===== config.mk =====
export PLATFORM = sky130hd
export DESIGN_NAME = conv_device_flat
export DESIGN_NICKNAME = d
export VERILOG_FILES = /design/src/conv_pkg.sv /design/src/conv_if.sv /design/src/conv_device.sv /design/src/flat_wrapper.sv
export SDC_FILE = /design/constraint.sdc
export NUM_CORES = 1
export LEC_CHECK = 0
export BUFFER_PORTS_ARGS = -buffer_cell sky130_fd_sc_hd__buf_4
export CORE_ASPECT_RATIO = 0.7
export CORE_UTILIZATION = 30
export CTS_BUF_LIST = sky130_fd_sc_hd__clkbuf_8
export DETAILED_ROUTE_END_ITERATION = 7
export GPL_TIMING_DRIVEN = 0
export SYNTH_ARGS = -nofsm -noshare
export SYNTH_HDL_FRONTEND = slang
export SYNTH_SLANG_ARGS = --single-unit
export TNS_END_PERCENT = 10

===== constraint.sdc =====
create_clock -name clk -period 5.45 [get_ports clk]
set_input_delay 0.8175 -clock clk [delete_from_list [all_inputs] [get_ports clk]]
set_output_delay 0.8175 -clock clk [all_outputs]
set_load 0.1 [all_outputs]

===== src/conv_pkg.sv =====
/*
  Shared constants for the converter control block and its host end.
  Assumes one 40 MHz clock shared by both ends.
*/
`default_nettype none
package conv_pkg;
  localparam int unsigned clk_hz = 40000000;
  localparam int unsigned data_w = 24;
  localparam int unsigned gpio_n = 4;
  localparam int unsigned rate_w = 4;
  localparam logic [23:0] code_pos_max = 24'h7fffff;
  localparam logic [23:0] code_neg_min = 24'h800000;
  // Settling in data-ready periods at the three fastest rates, one period at all slower rates
  localparam logic [3:0] rate_30k = 4'h0;
  localparam logic [3:0] rate_15k = 4'h1;
  localparam logic [3:0] rate_7k5 = 4'h2;
  localparam logic [2:0] settle_30k = 3'h5;
  localparam logic [2:0] settle_15k = 3'h3;
  localparam logic [2:0] settle_7k5 = 3'h2;
  localparam logic [2:0] settle_slow = 3'h1;
  // Data-ready period per rate code, in clk cycles (clk_hz / rate)
  localparam int unsigned period_30k = clk_hz / 30000;
  localparam int unsigned period_base = clk_hz / 3750;
  localparam int unsigned period_w = 32;
  // Clock-output select encodings
  localparam logic [1:0] clkout_off = 2'h0;
  localparam logic [1:0] clkout_div1 = 2'h1;
  localparam logic [1:0] clkout_div2 = 2'h2;
  localparam logic [1:0] clkout_div4 = 2'h3;
  localparam logic [1:0] clkout_reset = clkout_div1;
  localparam logic [3:0] dir_reset = 4'hf;
  localparam logic [3:0] val_reset = 4'h0;
  typedef enum logic [1:0] {cmd_none, cmd_wake, cmd_standby, cmd_sync} cmd_type;
endpackage
`default_nettype wire


===== src/conv_if.sv =====
/*
  Link between host and converter control: commands, data-ready, result
  read, configuration writes and GPIO readback.
  Assumes both ends share clk.
*/
`timescale 1ns/10ps
`default_nettype none
interface conv_if;
  conv_pkg::cmd_type cmd;
  logic read_req;
  logic [23:0] read_data;
  logic read_valid;
  logic data_ready_n;
  logic cfg_we;
  logic [3:0] cfg_dir;
  logic [3:0] cfg_val;
  logic [1:0] cfg_clkout;
  logic [3:0] cfg_rate;
  logic [3:0] pin_value_bits;
  modport device (input cmd, read_req, cfg_we, cfg_dir, cfg_val, cfg_clkout, cfg_rate,
    output read_data, read_valid, data_ready_n, pin_value_bits);
  modport host (output cmd, read_req, cfg_we, cfg_dir, cfg_val, cfg_clkout, cfg_rate,
    input read_data, read_valid, data_ready_n, pin_value_bits);
endinterface
`default_nettype wire


===== src/conv_device.sv =====
/*
  Converter control: conversion sequencing, output coding with clipping,
  GPIO and clock output.
  Assumes the filter supplies a wide signed sample and a new-sample strobe;
  pins and sync/powerdown pin are asynchronous and synchronised here.
*/
`timescale 1ns/10ps
`default_nettype none
// Operation
// - Wake in standby starts one settled conversion; code skips the settle count after wake
// - First result after wake is settled; code gives it after one period, without the settle count
// - Host sends standby after each one-shot read
// - Convert continuously after sync, mux, wake
// - Data-ready spacing equals one over rate
// - Step settling five, three, two, else one
// - Host resyncs or discards mixed result
// - Result is 24-bit two's complement
// - Clip at 7fffff and 800000
// - Zero gives 000000, one LSB 000001
// - Each pin has its own direction bit
// - Readback shows pin levels; writes drive outputs
// - Small variant ignores missing pins two, three
// - GPIO works in standby and powerdown
// - Reset: inputs, pin zero clock output
// - Two-bit field picks clock divide
// - Standby leaves clock output running
// - Host disables clock output if unneeded
// - Sync aborts, restarts, holds ready high
module conv_device #(
  parameter int unsigned pins = 4 // 4 large variant, 2 small
) (
  input wire logic clk, // System clock
  input wire logic reset, // Async reset, high
  conv_if.device link, // Host link
  input wire logic signed [31:0] filter_sample, // Filter output, wide
  input wire logic filter_new, // Filter sample strobe
  input wire logic sync_powerdown_pin, // Sync pin, high aborts
  input wire logic [3:0] gpio_in, // Pin levels
  output logic [3:0] gpio_out, // Pin drive value
  output logic [3:0] gpio_oe, // Pin drive enable
  output logic standby // Converter in standby
);
  typedef enum logic [1:0] {st_standby, st_settle, st_run} state_type;
  state_type state_q;
  logic [3:0] dir_q, val_q, pin_s1_q, pin_s2_q, pinv_q;
  logic [1:0] clkout_q;
  // Three bits so the slowest select still toggles four clocks apart
  logic [2:0] div_q;
  logic [3:0] rate_q;
  logic sync_s1_q, sync_s2_q;
  logic [2:0] settle_q;
  logic [31:0] tick_q;
  logic data_ready_n_n_q, valid_q, standby_q, one_shot_q;
  logic [23:0] result_q, rdata_q;
  logic [3:0] oe_q, out_q;

  wire [31:0] period = (rate_q == conv_pkg::rate_30k) ? conv_pkg::period_30k :
    (conv_pkg::period_30k << rate_q);
  wire tick_end = (tick_q >= period - 32'h1);
  wire [2:0] settle_need = (rate_q == conv_pkg::rate_30k) ? conv_pkg::settle_30k :
    (rate_q == conv_pkg::rate_15k) ? conv_pkg::settle_15k :
    (rate_q == conv_pkg::rate_7k5) ? conv_pkg::settle_7k5 : conv_pkg::settle_slow;
  wire hold = sync_s2_q || (link.cmd == conv_pkg::cmd_sync);
  wire start = (state_q == st_standby) && (link.cmd == conv_pkg::cmd_wake);
  // Saturate instead of wrapping the wide filter word
  wire over = filter_sample > $signed({8'h00, conv_pkg::code_pos_max});
  wire under = filter_sample < $signed({8'hff, conv_pkg::code_neg_min});
  wire [23:0] coded = over ? conv_pkg::code_pos_max : under ? conv_pkg::code_neg_min :
    filter_sample[23:0];
  wire conv_done = (state_q != st_standby) && !hold && tick_end;
  wire [3:0] pin_mask = (pins == 4) ? 4'hf : 4'h3;

  always_ff @(posedge clk or posedge reset) begin
    if (reset) begin
      sync_s1_q <= 1'b0;
      sync_s2_q <= 1'b0;
      pin_s1_q <= 4'h0;
      pin_s2_q <= 4'h0;
    end else begin
      sync_s1_q <= sync_powerdown_pin;
      sync_s2_q <= sync_s1_q;
      pin_s1_q <= gpio_in;
      pin_s2_q <= pin_s1_q;
    end
  end

  always_ff @(posedge clk or posedge reset) begin
    if (reset) begin
      dir_q <= conv_pkg::dir_reset;
      val_q <= conv_pkg::val_reset;
      clkout_q <= conv_pkg::clkout_reset;
      rate_q <= conv_pkg::rate_30k;
    end else if (link.cfg_we) begin
      dir_q <= link.cfg_dir;
      val_q <= link.cfg_val;
      clkout_q <= link.cfg_clkout;
      rate_q <= link.cfg_rate;
    end
  end

  // Sequencer; outside standby, sample filter output at each filter strobe and at period ends
  always_ff @(posedge clk or posedge reset) begin
    if (reset) begin
      state_q <= st_standby;
      tick_q <= 32'h0;
      settle_q <= 3'h0;
      data_ready_n_n_q <= 1'b1;
      result_q <= 24'h0;
      standby_q <= 1'b1;
      one_shot_q <= 1'b0;
    end else if (hold) begin
      state_q <= st_settle;
      tick_q <= 32'h0;
      settle_q <= 3'h0;
      data_ready_n_n_q <= 1'b1;
      standby_q <= 1'b0;
      one_shot_q <= 1'b0;
    end else if (start) begin
      state_q <= st_settle;
      tick_q <= 32'h0;
      settle_q <= 3'h0;
      data_ready_n_n_q <= 1'b1;
      standby_q <= 1'b0;
      one_shot_q <= 1'b1;
    end else if (link.cmd == conv_pkg::cmd_standby) begin
      state_q <= st_standby;
      standby_q <= 1'b1; // clock output untouched
    end else if (state_q != st_standby) begin
      tick_q <= tick_end ? 32'h0 : tick_q + 32'h1;
      if (filter_new || conv_done) begin
        result_q <= coded;
      end
      if (conv_done) begin
        if (state_q == st_settle && settle_q + 3'h1 < settle_need && !one_shot_q) begin
          settle_q <= settle_q + 3'h1;
        end else begin
          // One-shot results appear after the first period; restart results only once settled
          state_q <= st_run;
          data_ready_n_n_q <= 1'b0;
        end
      end else if (link.read_req) begin
        data_ready_n_n_q <= 1'b1;
      end
    end
  end

  always_ff @(posedge clk or posedge reset) begin
    if (reset) begin
      rdata_q <= 24'h0;
      valid_q <= 1'b0;
      pinv_q <= 4'h0;
      div_q <= 3'h0;
      oe_q <= 4'h1;
      out_q <= 4'h0;
    end else begin
      valid_q <= link.read_req;
      if (link.read_req) begin
        rdata_q <= result_q;
      end
      pinv_q <= pin_s2_q & pin_mask;
      div_q <= div_q + 3'h1;
      // GPIO logic ignores standby state entirely
      oe_q <= ({~dir_q[3:1], clkout_q != conv_pkg::clkout_off || !dir_q[0]}) & pin_mask;
      out_q[3:1] <= val_q[3:1] & pin_mask[3:1];
      unique case (clkout_q)
        conv_pkg::clkout_off: out_q[0] <= val_q[0];
        conv_pkg::clkout_div1: out_q[0] <= ~out_q[0];
        conv_pkg::clkout_div2: out_q[0] <= div_q[1];
        conv_pkg::clkout_div4: out_q[0] <= div_q[2];
      endcase
    end
  end

  assign link.data_ready_n = data_ready_n_n_q;
  assign link.read_data = rdata_q;
  assign link.read_valid = valid_q;
  assign link.pin_value_bits = pinv_q;
  assign gpio_out = out_q;
  assign gpio_oe = oe_q;
  assign standby = standby_q;
endmodule
`default_nettype wire


===== src/flat_wrapper.sv =====
// flat-port wrapper written by rule: the top's interface ports become plain ports
module conv_device_flat 
#(
  parameter int unsigned pins = 4                            
)
  (clk, reset, filter_sample, filter_new, sync_powerdown_pin, gpio_in, gpio_out, gpio_oe, standby, link_cmd, link_read_req, link_cfg_we, link_cfg_dir, link_cfg_val, link_cfg_clkout, link_cfg_rate, link_read_data, link_read_valid, link_data_ready_n, link_pin_value_bits);
  conv_if link_i ();
  input wire logic clk;
  input wire logic reset;
  input wire logic signed [31:0] filter_sample;
  input wire logic filter_new;
  input wire logic sync_powerdown_pin;
  input wire logic [3:0] gpio_in;
  output logic [3:0] gpio_out;
  output logic [3:0] gpio_oe;
  output logic standby;
  input wire logic [$bits(link_i.cmd)-1:0] link_cmd;
  input wire logic [$bits(link_i.read_req)-1:0] link_read_req;
  input wire logic [$bits(link_i.cfg_we)-1:0] link_cfg_we;
  input wire logic [$bits(link_i.cfg_dir)-1:0] link_cfg_dir;
  input wire logic [$bits(link_i.cfg_val)-1:0] link_cfg_val;
  input wire logic [$bits(link_i.cfg_clkout)-1:0] link_cfg_clkout;
  input wire logic [$bits(link_i.cfg_rate)-1:0] link_cfg_rate;
  output wire logic [$bits(link_i.read_data)-1:0] link_read_data;
  output wire logic [$bits(link_i.read_valid)-1:0] link_read_valid;
  output wire logic [$bits(link_i.data_ready_n)-1:0] link_data_ready_n;
  output wire logic [$bits(link_i.pin_value_bits)-1:0] link_pin_value_bits;
  assign link_i.cmd = link_cmd;
  assign link_i.read_req = link_read_req;
  assign link_i.cfg_we = link_cfg_we;
  assign link_i.cfg_dir = link_cfg_dir;
  assign link_i.cfg_val = link_cfg_val;
  assign link_i.cfg_clkout = link_cfg_clkout;
  assign link_i.cfg_rate = link_cfg_rate;
  assign link_read_data = link_i.read_data;
  assign link_read_valid = link_i.read_valid;
  assign link_data_ready_n = link_i.data_ready_n;
  assign link_pin_value_bits = link_i.pin_value_bits;
  conv_device #(.pins(pins)) u_core (.clk(clk), .reset(reset), .link(link_i), .filter_sample(filter_sample), .filter_new(filter_new), .sync_powerdown_pin(sync_powerdown_pin), .gpio_in(gpio_in), .gpio_out(gpio_out), .gpio_oe(gpio_oe), .standby(standby));
endmodule

==> key figures <==
Critical path
  • Worst reg2reg path depth: 18
  • Worst r2r src: u_core.rate_q[0]$_DFFE_PP0P_
  • Worst Path Required: 5800 ps
  • Critical R2R Capture: u_core.result_q[21]$_DFFE_PP0P_
  • CP startpoint kind: register
  • Critical Path AT: 5420 ps
  • Crit Path Category: reg -> reg
  • Worst Path Max Fanout: 10
  • Critical path endpoint category: register
  • Worst R2R Setup Slack: 390 ps

Cells and area
  • Fillers: 2,177
  • Core Util, Final: 0.381
  • Non-Filler Instances: 1,075
  • Antenna diodes: 0
  • Share of layout cells above drive strength 1: 0.238
  • Area Overhead vs Synth: 23.3%
  • Final #Nets: 881

Synthesis
  • Synth Area in Compound Gates: 0.129
  • Synth warn: 0
  • Gate Count Post-Synth: 661
  • Synth cell count leaders: dfrtp_1 (120), nor2_1 (57), o21ai_0 (51)
  • Synth top area cells: dfrtp_1 (44%), ha_1 (7.9%), mux2_2 (5.3%)
  • Register area share after synthesis: 0.474
  • Yosys reg bits: 128
  • Post-Synth Adder-Cell Area: 0.0794
  • EDFF count, synth: 0
  • Synth Area in Simple Gates: 0.134
  • Xor-xnor portion of the synthesized cell area: 0.0440
  • Synth area leader: dfrtp_1
  • Largest family of logic cells by synthesized area: simple AND/OR/NAND/NOR gates
  • Netlist cell types: 63
  • Synth top area share: 0.443
  • Mux contribution to synthesized area: 0.0927
  • Fraction of registers with async set/reset: 1.00
  • Syn_area_per_cell: 10.2 um^2
  • Cell area after synthesis: 0.00677 mm^2
  • Most common cell in the synthesized netlist: dfrtp_1
  • Synth Flop Type: dfrtp_1

Clock tree
  • CTS Hold Bufs: 0
  • Max H-tree Level: 4
  • Sink Count: 128
  • Clock Latency Late Sink: 430 ps
  • Reg clk slew, reported paths: 70 ps
  • Clock Path Buffers: 2
  • Root buffer cell: clkbuf_8
  • Num CTS Buffers: 17
  • CTS tree: yes

Global routing
  • Initial antenna violation count: 0
  • Pin count of the biggest net entering global routing: 96
  • Total grt overflow: 0
  • Vias in the first global route: 5,105
  • GRT Overall Usage: 0.146
  • First-pass GRT wire length: 26,800 um

Detailed routing
  • Via count: 5,344
  • Drt drc: 0
  • Antenna viol nets, final: 0
  • Final WL: 16,200 um
  • Pre-Repair DR Iteration Count: 4
  • Routed WL per cell: 15.1 um
  • Number of DRC markers in iteration 0: 422
  • Via density: 4.97

Timing
  • Final Hold Fails: 0
  • Tcrit/Tclk final: 0.929
  • WHS: 351 ps
  • Final worst slack: 386 ps
  • Worst Clk Skew: 13.8 ps
  • Fmax: 197 MHz
  • Slew headroom: 0.202
  • RSZ-0062 raised after global routing: no
  • Final critical-path required period: 5060 ps
  • Worst-margin pin slew: 1190 ps
  • # setup viols final: 0
  • Slew Limit Fails: 0
  • Final setup TNS: 0 ps

Floorplan
  • Core Area: 0.0219 mm^2
  • Die W: 182 um
  • Starting Density: 0.309
  • Die Area: 0.0232 mm^2
  • Number of cell rows: 45
  • Die height: 128 um
  • I/O pin count: 97

Place
  • PortBufs: 96
  • Pre-CTS setup slack: -482 ps
  • Post-DP HPWL: 11,800 um
  • Placer Congestion: 0.898
  • Cells after DPL: 1,045

Min path
  • Hold path depth: 0
  • Tightest Hold Check Type: reg -> reg
  • Hold_sp: u_core.pin_s1_q[2]$_DFF_PP0_
  • WHS Endpoint: u_core.pin_s2_q[2]$_DFF_PP0_

Power and ir drop
  • Maximum vdd drop: 0.231 mV
  • Cell Pwr Density: 356 mW/mm^2
  • Cell leakage power: 3.93 nW

Status
  • Status: complete, no violations

Job
  • # Max-Cap Violations: 0
-- through the flow --
stage               area [um^2]  total power [mW]
detailed placement         7900              2.09
global route               8360              3.13
finish                     8360              2.98
CTS                        8340              3.02
floorplan                  6790              1.85
global placement           7870              2.07
-- layer usage --
metal | track usage | up-vias | routed length, um
met3 | 0.0477 | 13 | 1140
met5 | 0 | - | 0
met4 | 0.0404 | 0 | 165
li1 | - | 2574 | -
met1 | 0.215 | 2590 | 8200
met2 | 0.203 | 167 | 6680
-- layout by cell type, fill, tap and decap left out, types with 11 or more instances in the layout --
| cell type | instances |
|---|---|
| buf_4 | 96 |
| inv_1 | 46 |
| nand3_1 | 28 |
| xor2_1 | 26 |
| ha_1 | 42 |
| dfrtp_1 | 119 |
| mux2_2 | 32 |
| nor3_1 | 11 |
| a21oi_1 | 30 |
| nand2_1 | 45 |
| clkbuf_1 | 18 |
| clkbuf_8 | 21 |
| o21ai_0 | 51 |
| nor2_1 | 57 |
| nand4_1 | 14 |
| mux2i_1 | 23 |
-- how the worst max path moves through the flow --
stage | start | endpoint | slack [ps] | cells past startpoint
floorplan | u_core.rate_q[0]$_DFFE_PP0P_ | u_core.result_q[23]$_DFFE_PP0P_ | 890 | 19
global placement | reset | u_core.link.pin_value_bits[1]$_DFF_PP0_ | -510 | 2
detailed placement | u_core.rate_q[0]$_DFFE_PP0P_ | u_core.tick_q[13]$_DFFE_PP0P_ | -480 | 21
CTS | u_core.rate_q[0]$_DFFE_PP0P_ | u_core.result_q[21]$_DFFE_PP0P_ | 60 | 19
global route | u_core.rate_q[0]$_DFFE_PP0P_ | u_core.result_q[11]$_DFFE_PP0P_ | 120 | 19
finish | u_core.rate_q[0]$_DFFE_PP0P_ | u_core.result_q[21]$_DFFE_PP0P_ | 390 | 18
-- power breakdown --
part	leakage, nW	switching [mW]	internal [mW]	total (mW)
Sequential	1.59	0.0626	1.07	1.13
Combinational	2.11	0.686	0.252	0.938
Clock	0.242	0.370	0.539	0.909
-- worst max-delay path, cell delays in order, from the launching register on --
cell and delay, ps:
dfrtp_2 500, clkinv_2 240, ha_1 310, clkbuf_1 250
buf_1 320, nand2_1 170, ha_2 320, o221ai_1 290
o32ai_1 340, a32oi_1 80, ha_1 320, nand4_1 130
nor2_1 80, a21o_1 160, o311a_4 380, or2_4 290
o21ai_4 370, buf_12 200, mux2i_1 200
-- kinds of logic (layout without fill, tap and decap cells) --
logic type,after synthesis,in the layout
AO/OA/AOI/OAI,136,136
AND/OR/NAND/NOR,189,189
flip-flops,128,128
XOR/XNOR,34,34
adder cells (fa/ha/maj),43,43
multiplexers,57,57
other,1,6
buffers and inverters,73,200
-- registers in the layout, summed over array words and instances (netlist names) --
register                    cells
u_core.clkout_q                 2
u_core.dir_q                    4
u_core.div_q                    3
u_core.gpio_oe                  4
u_core.gpio_out                 4
u_core.link.data_ready_n        1
u_core.link.pin_value_bits      4
u_core.link.read_data          24
u_core.link.read_valid          1
u_core.one_shot_q               1
u_core.pin_s1_q                 4
u_core.pin_s2_q                 4
u_core.rate_q                   4
u_core.result_q                24
u_core.settle_q                 3
u_core.standby                  1
u_core.state_q                  2
u_core.sync_s1_q                1
u_core.sync_s2_q                1
u_core.tick_q                  32
u_core.val_q                    4
-- cell type report --
class	count	area, um^2	share of cell area
well taps	282	353	0.0422
inverters	43	168	0.0201
plain buffers	28	140	0.0168
repair buffers	97	748	0.0895
clock inverters	11	149	0.0178
clock buffers	21	289	0.0346
flip-flops and latches	128	3210	0.385
multi-input cells	465	3290	0.394
-- repair_timing --
| item | CTS | global route |
|---|---|---|
| buffers inserted | 0 | 0 |
| cloned | 0 | 0 |
| gates resized for setup | 3 | 4 |
| pin swaps | 0 | 0 |
| setup endpoints to repair | 58 | 61 |
Note: power is estimated with default switching activity, not from simulation.
